===== src/pxu_pkg.sv =====
// package: constants, states and carriers of the exception sequencing unit
package pxu_pkg;

  // ----------------------------------------------------------------
  // vector numbers
  // ----------------------------------------------------------------
  localparam logic [7:0] PXU_VEC_RESET = 8'h00; // initial stack and pc
  localparam logic [7:0] PXU_VEC_BUS_ERR = 8'h02; // bus error
  localparam logic [7:0] PXU_VEC_ADDR_ERR = 8'h03; // odd address
  localparam logic [7:0] PXU_VEC_ILLEGAL = 8'h04; // illegal first word
  localparam logic [7:0] PXU_VEC_ZERO_DIV = 8'h05; // divisor zero
  localparam logic [7:0] PXU_VEC_BOUNDS = 8'h06; // bounds check
  localparam logic [7:0] PXU_VEC_OVERFLOW = 8'h07; // overflow trap
  localparam logic [7:0] PXU_VEC_PRIV = 8'h08; // privilege violation
  localparam logic [7:0] PXU_VEC_TRACE = 8'h09; // trace
  localparam logic [7:0] PXU_VEC_LINE_A = 8'h0a; // unimplemented 1010
  localparam logic [7:0] PXU_VEC_LINE_F = 8'h0b; // unimplemented 1111
  localparam logic [7:0] PXU_VEC_UNINIT = 8'h0f; // uninitialised peripheral
  localparam logic [7:0] PXU_VEC_SPURIOUS = 8'h18; // nobody answered
  localparam logic [7:0] PXU_VEC_AUTO_BASE = 8'h18; // autovector = base+lvl
  localparam logic [7:0] PXU_VEC_TRAP_BASE = 8'h20; // system-call traps

  // ----------------------------------------------------------------
  // status register layout and opcode classes
  // ----------------------------------------------------------------
  localparam int PXU_SR_T_BIT = 15; // trace bit
  localparam int PXU_SR_S_BIT = 13; // supervisor bit
  localparam int PXU_SR_MASK_LO = 8; // priority mask low bit
  localparam logic [15:0] PXU_SR_RESET = 16'h2700; // supervisor, mask seven
  localparam logic [2:0] PXU_LEVEL_NMI = 3'h7; // non-maskable level
  localparam logic [2:0] PXU_LEVEL_NONE = 3'h0; // no request
  localparam logic [3:0] PXU_LINE_A = 4'ha; // top nibble 1010
  localparam logic [3:0] PXU_LINE_F = 4'hf; // top nibble 1111
  localparam logic [1:0] PXU_VEC_ADDR_PAD = 2'h0; // address bits 1:0
  localparam logic [13:0] PXU_VEC_ADDR_HI = 14'h0000; // address bits 23:10

  // ----------------------------------------------------------------
  // register port map and timing
  // ----------------------------------------------------------------
  localparam logic [7:0] PXU_REG_SR = 8'h00; // status register, rw
  localparam logic [7:0] PXU_REG_STATE = 8'h04; // sequencer state, ro
  localparam logic [7:0] PXU_REG_LAST_VEC = 8'h08; // last vector, ro
  localparam int PXU_EXT_RESET_CYCLES = 16; // external reset pulse

  // sequencer states, one-hot
  typedef enum logic [5:0] {
    PXU_ST_RESET = 6'b000001, // reset entry pending
    PXU_ST_RUN = 6'b000010, // instruction executing
    PXU_ST_BOUND = 6'b000100, // between instructions
    PXU_ST_ACK = 6'b001000, // interrupt acknowledge read
    PXU_ST_WAIT = 6'b010000, // core stacking and fetching vector
    PXU_ST_HALT = 6'b100000 // double fault, only reset leaves
  } pxu_state_e;

  // report from the core at the end of an instruction
  typedef struct packed {
    logic done; // instruction completed, one-cycle pulse
    logic trap; // system-call trap executed
    logic [3:0] trap_num; // trap number
    logic ovf_trap; // overflow_trap_instruction with overflow set
    logic bounds_fail; // bounds_check_instruction out of bounds
    logic div_zero; // signed or unsigned divide by zero
    logic [15:0] next_word; // first word of the next instruction
    logic next_legal; // next word decodes as a legal opcode
    logic next_priv; // next instruction is privileged
    logic [23:0] next_pc; // address of the next instruction
  } pxu_bound_s;

  // bus cycle end report from the core
  typedef struct packed {
    logic cycle_end; // a bus cycle ended this cycle
    logic bus_err; // it ended in bus error
    logic addr_err; // it was an odd word access
  } pxu_bus_s;

  // answer to the interrupt acknowledge read
  typedef struct packed {
    logic valid; // answer present this cycle
    logic auto_vec; // autovector requested
    logic bus_err; // bus error: spurious interrupt
    logic [7:0] vec; // vector number from the device
  } pxu_ack_s;

endpackage : pxu_pkg


===== src/pxu_exception_unit.sv =====
// module: exception sequencing unit of the processor core
//
// Our own choices: the register addresses and the strobed register port.
`timescale 1ns/1ps
module pxu_exception_unit
  import pxu_pkg::*;
#(
  parameter int EXT_RESET_CYCLES = PXU_EXT_RESET_CYCLES // pulse length
) (
  input wire logic core_clk, // 50 mhz core clock
  input wire logic sys_rst, // synchronous reset, active high
  input wire logic interrupt_level_pin_2_n, // request level bit 2, low
  input wire logic interrupt_level_pin_1_n, // request level bit 1, low
  input wire logic interrupt_level_pin_0_n, // request level bit 0, low
  input wire pxu_bound_s bound_in, // instruction completion report
  input wire pxu_bus_s bus_in, // bus cycle end report
  input wire pxu_ack_s ack_in, // acknowledge read answer
  input wire logic reset_instr, // reset instruction executed, pulse
  input wire logic exc_done, // core finished vector fetch, pulse
  input wire logic [7:0] reg_addr, // register port address
  input wire logic [15:0] reg_wdata, // register port write data
  input wire logic reg_we, // register write strobe
  input wire logic reg_re, // register read strobe
  output logic [15:0] reg_rdata, // read data, cycle after strobe
  output logic go_next, // start next instruction, pulse
  output logic exc_start, // begin exception processing, pulse
  output logic [7:0] exc_vec, // vector number
  output logic [23:0] exc_vec_addr, // vector address
  output logic exc_save, // stack sr and pc for this exception
  output logic [15:0] exc_saved_sr, // status register copy
  output logic [23:0] exc_saved_pc, // program counter to stack
  output logic iack_req, // acknowledge read in progress
  output logic [2:0] iack_level, // level shown on the address bus
  output logic ext_reset, // reset line to external devices
  output logic halted, // processor halted by double fault
  output logic [15:0] sr // live status register
);

  // ----------------------------------------------------------------
  // request level synchroniser and edge capture
  // ----------------------------------------------------------------
  logic [2:0] pin_sync1_reg; // first stage, read only by second
  logic [2:0] pin_sync2_reg; // second stage
  logic [2:0] lvl_reg; // decoded request level
  logic [2:0] lvl_prev_reg; // level one cycle earlier
  logic nmi_pend_reg; // rise to seven seen, not yet taken
  logic rise7; // rise to level seven this cycle

  // two flops on the asynchronous pins
  always_ff @(posedge core_clk) begin
    if (sys_rst) begin
      pin_sync1_reg <= '1; // pins idle high: no request
      pin_sync2_reg <= '1;
    end else begin
      pin_sync1_reg <= {interrupt_level_pin_2_n, interrupt_level_pin_1_n,
                        interrupt_level_pin_0_n};
      pin_sync2_reg <= pin_sync1_reg;
    end
  end

  // inverted pins give the internal level
  always_ff @(posedge core_clk) begin
    if (sys_rst) begin
      lvl_reg <= PXU_LEVEL_NONE;
      lvl_prev_reg <= PXU_LEVEL_NONE;
    end else begin
      lvl_reg <= ~pin_sync2_reg;
      lvl_prev_reg <= lvl_reg;
    end
  end

  assign rise7 = (lvl_reg == PXU_LEVEL_NMI) &&
                 (lvl_prev_reg != PXU_LEVEL_NMI);

  // ----------------------------------------------------------------
  // sequencer state and boundary decision
  // ----------------------------------------------------------------
  pxu_state_e state_reg; // sequencer state
  logic [15:0] sr_reg; // status register
  logic trace_armed_reg; // trace bit was set when instruction began
  logic trace_pend_reg; // trace owed for completed instruction
  logic g2_pend_reg; // instruction forced exception owed
  logic [7:0] g2_vec_reg; // its vector
  logic [23:0] next_pc_reg; // address of the next instruction
  logic [15:0] next_word_reg; // first word of next instruction
  logic next_legal_reg; // it is legal
  logic next_priv_reg; // it is privileged
  logic [2:0] mask; // current priority mask
  logic irq_ok; // interrupt may be taken now
  logic bus_fault; // bus or address error at cycle end
  logic [7:0] fault_vec; // vector for that fault
  logic [7:0] decode_vec; // vector for next word problems
  logic decode_bad; // next word cannot execute
  logic [7:0] bound_g2_vec; // forced vector from completion report
  logic bound_g2; // completion report forces an exception
  logic bound_exc; // boundary takes a non-interrupt exception

  assign mask = sr_reg[PXU_SR_MASK_LO +: 3];
  // nmi by edge, every level by plain comparison against the mask
  assign irq_ok = (lvl_reg > mask) ||
                  (nmi_pend_reg && lvl_reg == PXU_LEVEL_NMI);
  assign bus_fault = bus_in.cycle_end &&
                     (bus_in.bus_err || bus_in.addr_err);
  assign fault_vec = bus_in.addr_err ? PXU_VEC_ADDR_ERR : PXU_VEC_BUS_ERR;
  // forced and trace beat interrupts; interrupts beat decode faults
  assign bound_exc = g2_pend_reg || trace_pend_reg ||
                     (decode_bad && !irq_ok);

  // forced exceptions of the completed instruction
  always_comb begin
    bound_g2 = 1'b1;
    bound_g2_vec = PXU_VEC_ZERO_DIV;
    if (bound_in.trap) begin
      bound_g2_vec = PXU_VEC_TRAP_BASE + {4'h0, bound_in.trap_num};
    end else if (bound_in.ovf_trap) begin
      bound_g2_vec = PXU_VEC_OVERFLOW;
    end else if (bound_in.bounds_fail) begin
      bound_g2_vec = PXU_VEC_BOUNDS;
    end else if (bound_in.div_zero) begin
      bound_g2_vec = PXU_VEC_ZERO_DIV;
    end else begin
      bound_g2 = 1'b0;
    end
  end

  // next word check: line opcodes, illegal, privilege
  always_comb begin
    decode_bad = 1'b1;
    decode_vec = PXU_VEC_ILLEGAL;
    if (next_word_reg[15:12] == PXU_LINE_A) begin
      decode_vec = PXU_VEC_LINE_A;
    end else if (next_word_reg[15:12] == PXU_LINE_F) begin
      decode_vec = PXU_VEC_LINE_F;
    end else if (!next_legal_reg) begin
      decode_vec = PXU_VEC_ILLEGAL;
    end else if (next_priv_reg && !sr_reg[PXU_SR_S_BIT]) begin
      decode_vec = PXU_VEC_PRIV;
    end else begin
      decode_bad = 1'b0;
    end
  end

  // state machine
  always_ff @(posedge core_clk) begin
    if (sys_rst) begin
      state_reg <= PXU_ST_RESET;
    end else begin
      unique case (state_reg)
        PXU_ST_RESET: begin
          state_reg <= PXU_ST_WAIT;
        end
        PXU_ST_RUN: begin
          if (bus_fault) begin
            state_reg <= PXU_ST_WAIT;
          end else if (bound_in.done) begin
            state_reg <= PXU_ST_BOUND;
          end
        end
        PXU_ST_BOUND: begin
          if (bound_exc) begin
            state_reg <= PXU_ST_WAIT;
          end else if (irq_ok) begin
            state_reg <= PXU_ST_ACK;
          end else begin
            state_reg <= PXU_ST_RUN;
          end
        end
        PXU_ST_ACK: begin
          if (ack_in.valid) begin
            state_reg <= PXU_ST_WAIT;
          end
        end
        PXU_ST_WAIT: begin
          if (bus_fault) begin
            state_reg <= PXU_ST_HALT; // double fault
          end else if (exc_done) begin
            state_reg <= PXU_ST_BOUND;
          end
        end
        PXU_ST_HALT: begin
          state_reg <= PXU_ST_HALT;
        end
      endcase
    end
  end

  // ----------------------------------------------------------------
  // pending exceptions of the completed instruction
  // ----------------------------------------------------------------
  always_ff @(posedge core_clk) begin
    if (sys_rst) begin
      g2_pend_reg <= 1'b0;
      g2_vec_reg <= PXU_VEC_RESET;
      trace_pend_reg <= 1'b0;
      next_pc_reg <= '0;
      next_word_reg <= '0;
      next_legal_reg <= 1'b1;
      next_priv_reg <= 1'b0;
    end else if (state_reg == PXU_ST_RUN && bus_fault) begin
      g2_pend_reg <= 1'b0; // aborted: no trap, no trace
      trace_pend_reg <= 1'b0;
    end else if (state_reg == PXU_ST_RUN && bound_in.done) begin
      g2_pend_reg <= bound_g2;
      g2_vec_reg <= bound_g2_vec;
      trace_pend_reg <= trace_armed_reg;
      next_pc_reg <= bound_in.next_pc;
      next_word_reg <= bound_in.next_word;
      next_legal_reg <= bound_in.next_legal;
      next_priv_reg <= bound_in.next_priv;
    end else if (state_reg == PXU_ST_BOUND) begin
      if (g2_pend_reg) begin
        g2_pend_reg <= 1'b0;
      end else if (trace_pend_reg) begin
        trace_pend_reg <= 1'b0;
      end else if (decode_bad && !irq_ok) begin
        next_word_reg <= '0; // decode fault is raised once only
        next_legal_reg <= 1'b1;
        next_priv_reg <= 1'b0;
      end
    end
  end

  // trace arming when an instruction begins
  always_ff @(posedge core_clk) begin
    if (sys_rst) begin
      trace_armed_reg <= 1'b0;
    end else if (state_reg == PXU_ST_BOUND && !g2_pend_reg &&
                 !trace_pend_reg && !decode_bad && !irq_ok) begin
      trace_armed_reg <= sr_reg[PXU_SR_T_BIT];
    end else if (state_reg != PXU_ST_RUN) begin
      trace_armed_reg <= 1'b0;
    end
  end

  // level seven edge memory; a new edge wins over the take
  always_ff @(posedge core_clk) begin
    if (sys_rst) begin
      nmi_pend_reg <= 1'b0;
    end else if (rise7) begin
      nmi_pend_reg <= 1'b1;
    end else if (state_reg == PXU_ST_BOUND && !g2_pend_reg &&
                 !trace_pend_reg && irq_ok) begin
      nmi_pend_reg <= 1'b0;
    end
  end

  // ----------------------------------------------------------------
  // status register: exception entry wins over software write
  // ----------------------------------------------------------------
  logic enter; // some exception entry this cycle
  logic irq_take; // interrupt accepted this cycle

  assign irq_take = state_reg == PXU_ST_BOUND && !g2_pend_reg &&
                    !trace_pend_reg && irq_ok;
  assign enter = irq_take || (state_reg == PXU_ST_RUN && bus_fault) ||
                 (state_reg == PXU_ST_BOUND && bound_exc);

  always_ff @(posedge core_clk) begin
    if (sys_rst) begin
      sr_reg <= PXU_SR_RESET;
      exc_saved_sr <= '0;
    end else if (enter) begin
      exc_saved_sr <= sr_reg;
      sr_reg[PXU_SR_S_BIT] <= 1'b1;
      sr_reg[PXU_SR_T_BIT] <= 1'b0;
      if (irq_take) begin
        sr_reg[PXU_SR_MASK_LO +: 3] <= lvl_reg;
      end
    end else if (reg_we && reg_addr == PXU_REG_SR) begin
      sr_reg <= reg_wdata; // lowering mask re-enables comparison
    end
  end

  // ----------------------------------------------------------------
  // exception start, vector and acknowledge outputs
  // ----------------------------------------------------------------
  logic [7:0] vec_sel; // vector chosen this cycle
  logic vec_go; // exception starts this cycle

  always_comb begin
    vec_go = 1'b0;
    vec_sel = PXU_VEC_RESET;
    unique case (state_reg)
      PXU_ST_RESET: begin
        vec_go = 1'b1;
      end
      PXU_ST_RUN: begin
        vec_go = bus_fault;
        vec_sel = fault_vec;
      end
      PXU_ST_BOUND: begin
        vec_go = bound_exc;
        if (g2_pend_reg) begin
          vec_sel = g2_vec_reg;
        end else if (trace_pend_reg) begin
          vec_sel = PXU_VEC_TRACE;
        end else begin
          vec_sel = decode_vec;
        end
      end
      PXU_ST_ACK: begin
        vec_go = ack_in.valid;
        if (ack_in.bus_err) begin
          vec_sel = PXU_VEC_SPURIOUS;
        end else if (ack_in.auto_vec) begin
          vec_sel = PXU_VEC_AUTO_BASE + {5'h00, iack_level};
        end else begin
          vec_sel = ack_in.vec;
        end
      end
      PXU_ST_WAIT, PXU_ST_HALT: begin
        vec_go = 1'b0;
      end
    endcase
  end

  // registered exception outputs
  always_ff @(posedge core_clk) begin
    if (sys_rst) begin
      exc_start <= 1'b0;
      exc_vec <= PXU_VEC_RESET;
      exc_vec_addr <= '0;
      exc_save <= 1'b0;
      exc_saved_pc <= '0;
    end else begin
      exc_start <= vec_go;
      if (vec_go) begin
        exc_vec <= vec_sel;
        exc_vec_addr <= {PXU_VEC_ADDR_HI, vec_sel, PXU_VEC_ADDR_PAD};
        exc_save <= state_reg != PXU_ST_RESET;
        exc_saved_pc <= next_pc_reg;
      end
    end
  end

  // acknowledge read with level on the address bus
  always_ff @(posedge core_clk) begin
    if (sys_rst) begin
      iack_req <= 1'b0;
      iack_level <= PXU_LEVEL_NONE;
    end else if (irq_take) begin
      iack_req <= 1'b1;
      iack_level <= lvl_reg;
    end else if (state_reg == PXU_ST_ACK && ack_in.valid) begin
      iack_req <= 1'b0;
    end
  end

  // instruction start pulse and halt flag
  always_ff @(posedge core_clk) begin
    if (sys_rst) begin
      go_next <= 1'b0;
      halted <= 1'b0;
    end else begin
      go_next <= state_reg == PXU_ST_BOUND && !enter;
      halted <= state_reg == PXU_ST_HALT ||
                (state_reg == PXU_ST_WAIT && bus_fault);
    end
  end

  // ----------------------------------------------------------------
  // reset instruction: external pulse, no vector fetch
  // ----------------------------------------------------------------
  logic [$clog2(EXT_RESET_CYCLES+1)-1:0] ext_cnt_reg; // cycles left

  always_ff @(posedge core_clk) begin
    if (sys_rst) begin
      ext_cnt_reg <= '0;
      ext_reset <= 1'b0;
    end else if (reset_instr && state_reg == PXU_ST_RUN) begin
      ext_cnt_reg <= ($bits(ext_cnt_reg))'(EXT_RESET_CYCLES - 1);
      ext_reset <= 1'b1;
    end else if (ext_cnt_reg != '0) begin
      ext_cnt_reg <= ext_cnt_reg - 1'b1;
    end else begin
      ext_reset <= 1'b0;
    end
  end

  // ----------------------------------------------------------------
  // register port
  // ----------------------------------------------------------------
  always_ff @(posedge core_clk) begin
    if (sys_rst) begin
      reg_rdata <= '0;
    end else if (reg_re) begin
      unique case (reg_addr)
        PXU_REG_SR: reg_rdata <= sr_reg;
        PXU_REG_STATE: reg_rdata <= {4'h0, nmi_pend_reg, lvl_reg,
                                     2'h0, state_reg};
        PXU_REG_LAST_VEC: reg_rdata <= {8'h00, exc_vec};
        default: reg_rdata <= '0; // unmapped reads zero
      endcase
    end else begin
      reg_rdata <= '0;
    end
  end

  assign sr = sr_reg;
endmodule : pxu_exception_unit


===== config.mk =====
export PLATFORM = sky130hd
export DESIGN_NAME = pxu_exception_unit
export DESIGN_NICKNAME = d
export VERILOG_FILES = /design/src/pxu_pkg.sv /design/src/pxu_exception_unit.sv
export SDC_FILE = /design/constraint.sdc
export NUM_CORES = 1
export LEC_CHECK = 0
export BUFFER_PORTS_ARGS = -buffer_cell sky130_fd_sc_hd__buf_2
export CORE_MARGIN = 2
export CORE_UTILIZATION = 45
export CTS_CLUSTER_DIAMETER = 40
export DETAILED_ROUTE_END_ITERATION = 10
export GPL_ROUTABILITY_DRIVEN = 0
export PLACE_DENSITY = 0.76
export SKIP_LAST_GASP = 1
export SLEW_MARGIN = 10
export SYNTH_ARGS = -nofsm -noshare
export SYNTH_HDL_FRONTEND = slang
export SYNTH_SLANG_ARGS = --single-unit

===== constraint.sdc =====
create_clock -name core_clk -period 2.2 [get_ports core_clk]
set_input_delay 0.11 -clock core_clk [delete_from_list [all_inputs] [get_ports core_clk]]
set_output_delay 0.11 -clock core_clk [all_outputs]
set_load 0.01 [all_outputs]

* Word level (Yosys, flattened, before mapping)
Cells that the tools add are included.
Word-level totals: input bits 98, register bits after elaboration 166, output and inout bits 113
Operators by class: bitwise operators 4, add/sub/neg operators 3, magnitude comparators 1, muxes and demuxes 64, reductions and logical operators 51, equality and inequality tests 21
Operators by type and width (count):
- 16-bit two-way mux | 5
- 16-bit case mux with 3 select lines | 1
- 6-bit case mux with 6 select lines | 1
- 1-bit two-way mux | 32
- 8-bit two-way mux | 4
- 6-bit two-way mux | 5
- 4-bit two-way mux | 7
- 8-bit case mux with 3 select lines | 1
- 1-bit logical AND | 18
- 2-bit nonzero test | 7
- 11-bit two-way mux | 1
- 2-bit OR reduction | 5
- 3-bit inequality test, second input constant | 3
- 4-bit equality test, second input constant | 2
- 8-bit by 3-bit equality test with 1-bit output, second input constant | 1
- 8-bit by 4-bit equality test with 1-bit output, second input constant | 1
- 8-bit logical NOT | 1
- 2-bit AND reduction | 4
- 6-bit by 4-bit adder with 7-bit output, first input constant | 1
- 1-bit logical OR | 7
- 7-bit two-way mux | 1
- 5-bit by 3-bit adder with 6-bit output, first input constant | 1
- 6-bit by 1-bit equality test with 1-bit output, second input constant | 1
- 6-bit by 2-bit equality test with 1-bit output, second input constant | 1
- other kinds (21) | 33

* Longest topological paths before layout
depth after elaboration 12, depth in mapped cells 10, gate-level depth less buffers 7

* Least setup slack after synthesis
No wires, ideal clock.
path kind reg-to-reg, from register sr_reg[10], in the netlist sr[10], to register sr_reg[13], in the netlist sr[13], period minus slack after synthesis 2294 ps, library setup time 127 ps, slack -94 ps, cell stages (with the launch flop) 9, arrival time 2167 ps, data required time 2073 ps, path buffers 1, cells stage by stage dfxtp_1 inv_1 ha_1 and3b_1 o21ai_0 a41o_1 buf_2 nand2_1 or3_1
Between the ends: longest elaborated chain between the ends 8
RTL lines:
- start, declared | RTL line pxu_exception_unit.sv:79 | logic [15:0] sr_reg;
- start signal, assigned by index | RTL line pxu_exception_unit.sv:267 | sr_reg[PXU_SR_MASK_LO +: 3] <= lvl_reg;
- start signal, assigned | RTL line pxu_exception_unit.sv:270 | sr_reg <= reg_wdata;
- 3-bit greater-than comparator (*) | RTL line pxu_exception_unit.sv:100 | assign irq_ok = (lvl_reg > mask) ||
- 1-bit logical OR (*) | RTL line pxu_exception_unit.sv:100
- 1-bit logical NOT | RTL line pxu_exception_unit.sv:107 | (decode_bad && !irq_ok);
- 1-bit logical AND | RTL line pxu_exception_unit.sv:107
- 1-bit logical OR | RTL line pxu_exception_unit.sv:106 | assign bound_exc = g2_pend_reg || trace_pend_reg ||
- 1-bit logical AND | RTL line pxu_exception_unit.sv:256 | (state_reg == PXU_ST_BOUND && bound_exc);
- 1-bit logical OR (*) | RTL line pxu_exception_unit.sv:255 | assign enter = irq_take || (state_reg == PXU_ST_RUN && bus_fault) ||
- 2-bit OR reduction (no line) (*)
Mark *: on every way between the ends. The rest lies on a longest branch, timed or not. A chain may end at the register's enable or synchronous reset.

* Worst setup path after layout
from register sr_reg[10], in the netlist sr[10], to register exc_saved_pc[21]
Between the ends: longest elaborated chain between the ends 6
RTL lines:
- 3-bit greater-than comparator | RTL line pxu_exception_unit.sv:100
- 1-bit logical OR | RTL line pxu_exception_unit.sv:100
- 1-bit logical NOT | RTL line pxu_exception_unit.sv:107
- 1-bit logical AND | RTL line pxu_exception_unit.sv:107
- 1-bit logical OR | RTL line pxu_exception_unit.sv:106
- 1-bit case mux with 5 select lines | RTL line pxu_exception_unit.sv:283 | unique case (state_reg)
- end signal, assigned | RTL line pxu_exception_unit.sv:331 | exc_saved_pc <= next_pc_reg;
- end, declared | RTL line pxu_exception_unit.sv:31 | output logic [23:0] exc_saved_pc,
No other way between the ends.

==> run summary <==
In the global route stage, overall resource usage came out at 25.8%. For this configuration, the core starts out at a cell density of 46.1%. The top fanout value on the critical path was 6; the number of nets with antenna violations after detailed routing was 0. The area taken by multi-input logic gates was 2800 µm². The logs give 45 for the largest net degree at the start of global routing and 17 for the number of buffers inserted during clock tree synthesis. The static leakage was 3.81 nW. The run gives 29100 µm as the wire length of the first global-routing pass. Traced cell by cell, the critical path runs through inv_2 > ha_4 > and3b_1 > o21a_2 > o31ai_2 > buf_4 > a221o_2 > clkbuf_16 > a22o_1.

For this run, the register share of the synthesized area comes to 49.3%. The final design instance area without fill came out at 8790 µm². The row count came out at 42.

The critical path's largest stage delay works out to 0.49 ns. The cell area after placement was 7340 µm²; the share of cells above drive strength 1 was 34.1%. The gate count of the mapped netlist was 676; the register area was 3030 µm².

The antenna cell count is 0. Ranked by total cell area, the synthesized netlist is headed by sky130_fd_sc_hd__dfxtp_1, sky130_fd_sc_hd__a21oi_1, sky130_fd_sc_hd__a22o_1. The overall die height works out to 121 µm. CTS built an H-tree with a depth of 4.

The total number of yosys warnings came out at 0. The first detailed-routing pass took 5 iterations. For the worst setup path, the data required time is 2.52 ns. The clock passes through at most 2 buffers. The worst setup slack after placement was -0.0397 ns; the share of the clock period used by the worst path was 103%. For the highest attainable clock frequency, the log shows 442 MHz. The fraction of synthesis flops using an asynchronous set or reset pin works out to 0%. The checks that failed: negative setup slack. By count the netlist is led by sky130_fd_sc_hd__dfxtp_1, sky130_fd_sc_hd__a21oi_1, sky130_fd_sc_hd__nand2_1.

Max-cap violations in this run came to 0. After detailed routing, the number of vias per cell comes to 5.53. The initial antenna violation count was 0. Setup violations remaining at the end of the flow were counted as 34. The peak ir drop on the vdd network was 0.602 mV; the number of input and output port buffers inserted was 182. By startpoint and endpoint, the worst setup path is classified as flip-flop to flip-flop. The tools report the number of distinct library cell variants in the gate-level netlist after synthesis as 66. The logs give 770 for the iteration-0 DRC count of the detailed router and 211 for the number of top-level design ports. The final critical delay including setup and external delays was 2.26 ns; the total congestion overflow after global routing was 0.

For the pin with the worst max-slew slack, the measured transition is 0.617 ns. The cell sitting at the root of the clock tree is a sky130_fd_sc_hd__clkbuf_16. The primary flip-flop cell chosen by synthesis mapping was sky130_fd_sc_hd__dfxtp_1. For the worst setup path, the data arrival time is 2.58 ns. The startpoint identified for the worst register-to-register timing path is sr[10].

The DRC violation count after routing was 0. The minimum setup slack in the final design is -0.0599 ns. The run finished, with violations left. The share of the synthesized area in the top cell type is 49.3%, and the total die area is 14600 µm². Cells fill 66.1% of the core in the end. The startpoint identified for the worst hold timing path is reg_wdata[13]. The kind of start point of the critical path is a flip-flop.

The clock drives 151 sinks. In this run the tightest slew margin relative to its limit is 58.6%. Synthesis inferred 151 register bits. Compared with the post-synthesis result, the final layout area differs by 43.4%.

The max-slew violation count came out at 0. Number of synthesized flops with an enable pin: 0. In this run the power density over the cells is 744 nW/µm². The tools report the net count of the finished layout as 1038. Summed over all instances, the cell type with the most area after synthesis is sky130_fd_sc_hd__dfxtp_1. The post-synthesis area per instance came out at 9.07 µm². Cell family contributing the most delay on the critical path: compound AO/OA/AOI/OAI gates.

The tools report the type of destination of the critical path as a flip-flop. The synthesized netlist occupies a cell area of 6130 µm². The total core area came out at 13300 µm². At the later pin of the worst-skew pair, clock insertion delay measures 0.43 ns.

Tracing the worst setup path back leads to its startpoint at sr[10]. The width of the die came out at 121 µm. The average routed wire per standard cell came out at 17.5 µm. After filler insertion, the fill cell instance count of the layout stands at 995. For the total number of vias, the log shows 6211. The number of buffers and inverters on the critical path is 3.

Setup repair after global routing could not meet its margin everywhere. The wire length after detailed routing was 19700 µm. By instance count, the leading cell after synthesis is sky130_fd_sc_hd__dfxtp_1.

For the clock skew after layout, the log shows 0.00791 ns. After clock tree synthesis, the clock-pin slew on the worst setup and hold paths is 0.06 ns. TritonCTS built the clock tree. For this design, the slowest cell found on the critical path is sky130_fd_sc_hd__a221o_2. The tightest min-delay check is of the input pin to flip-flop type.

After legalization and detailed placement, the total HPWL measured 12300 µm. The logs give 5703 for the via count of the first global-routing pass and 0 for the count of endpoints failing hold in the final timing report. The tools report the final-layout worst hold slack as 0.0217 ns.
[path summary, 6_finish.rpt]
path / depth (start not counted) / end / slack (ns)
hold reg to reg: 1 / lvl_reg[0] / 0.38
setup reg to reg: 9 / exc_saved_pc[21] / -0.06
hold / removal: 3 / sr[13] / 0.02
setup / recovery: 9 / exc_saved_pc[21] / -0.06
[logic make-up (layout without fill, tap and decap cells)]
kind of cell	Yosys count	after routing	share of synthesized area, %
other	1	16	0.0612
AND/OR/NAND/NOR	220	220	18.0
adder cells (fa/ha/maj)	5	5	1.02
multiplexers	19	19	3.14
AO/OA/AOI/OAI	190	190	20.4
flip-flops	151	151	49.3
XOR/XNOR	2	2	0.286
buffers and inverters	88	345	7.80
[final cells by class]
class	count	area share [%]
repair buffers	299	23.5
multi-input cells	452	31.9
inverters	14	0.598
clock inverters	12	2.01
well taps	176	2.50
clock buffers	20	5.08
flip-flops and latches	151	34.5
[per-layer routing]
metal / vias to the layer above / GRT usage, % / share of wire, % / wire length, µm
li1: 2888 / - / - / -
met1: 2928 / 32.2 / 40 / 7800
met2: 323 / 41.3 / 49 / 9640
met3: 72 / 5.85 / 7.3 / 1440
met4: 0 / 14.2 / 4.1 / 805
met5: - / 0 / 0 / 0
[layout by cell type, fill, tap and decap left out, types with 4 or more instances in the layout]
master / n
sky130_fd_sc_hd__buf_2: 182
sky130_fd_sc_hd__dfxtp_1: 146
sky130_fd_sc_hd__a21oi_1: 77
sky130_fd_sc_hd__nand2_1: 72
sky130_fd_sc_hd__dlygate4sd3_1: 55
sky130_fd_sc_hd__buf_4: 48
sky130_fd_sc_hd__a22o_1: 36
sky130_fd_sc_hd__nor2_1: 34
sky130_fd_sc_hd__nand3_1: 25
sky130_fd_sc_hd__nor3_1: 21
sky130_fd_sc_hd__o21ai_0: 21
sky130_fd_sc_hd__clkbuf_16: 20
sky130_fd_sc_hd__mux2i_1: 17
sky130_fd_sc_hd__nand4_1: 16
sky130_fd_sc_hd__conb_1: 16
sky130_fd_sc_hd__inv_1: 12
sky130_fd_sc_hd__or2_2: 9
sky130_fd_sc_hd__o21ai_2: 8
sky130_fd_sc_hd__o21ai_1: 7
sky130_fd_sc_hd__and2_1: 6
sky130_fd_sc_hd__nor2b_1: 6
sky130_fd_sc_hd__buf_6: 6
sky130_fd_sc_hd__a21o_1: 5
sky130_fd_sc_hd__buf_12: 5
sky130_fd_sc_hd__dfxtp_2: 5
sky130_fd_sc_hd__nor4_1: 4
sky130_fd_sc_hd__bufinv_16: 4
[worst min-delay path, cell delays in order]
cell                     delay [ns]
sky130_fd_sc_hd__buf_2         0.07
sky130_fd_sc_hd__mux2_2        0.14
sky130_fd_sc_hd__or3_1         0.10
[report_power, final]
| group | switching, W | internal [W] |
|---|---|---|
| Combinational | 0.000310 | 0.000321 |
| Sequential | 0.0000351 | 0.00279 |
| Clock | 0.00116 | 0.00192 |
[metrics by stage]
step / std cells / TNS, ns / power (W)
after floorplan: 691 / -0.0113 / 0.00324
after global placement: 1026 / -0.215 / 0.00338
after detailed placement: 1026 / -0.324 / 0.00339
after CTS: 1117 / 0 / 0.00652
after global routing: 1124 / -3.69 / 0.00676
final: 1124 / -1.09 / 0.00654
[repair_timing]
| action | 4_1_cts | 5_1_grt |
|---|---|---|
| hold buffers | 55 | 0 |
| pin swaps | 4 | 57 |
| hold endpoints to repair | 55 | 0 |
| resized for setup | 7 | 40 |
| gates cloned | 1 | 4 |
| setup buffers | 3 | 4 |
| setup endpoints to repair | 43 | 62 |
Power figures use the tool's default switching activity.
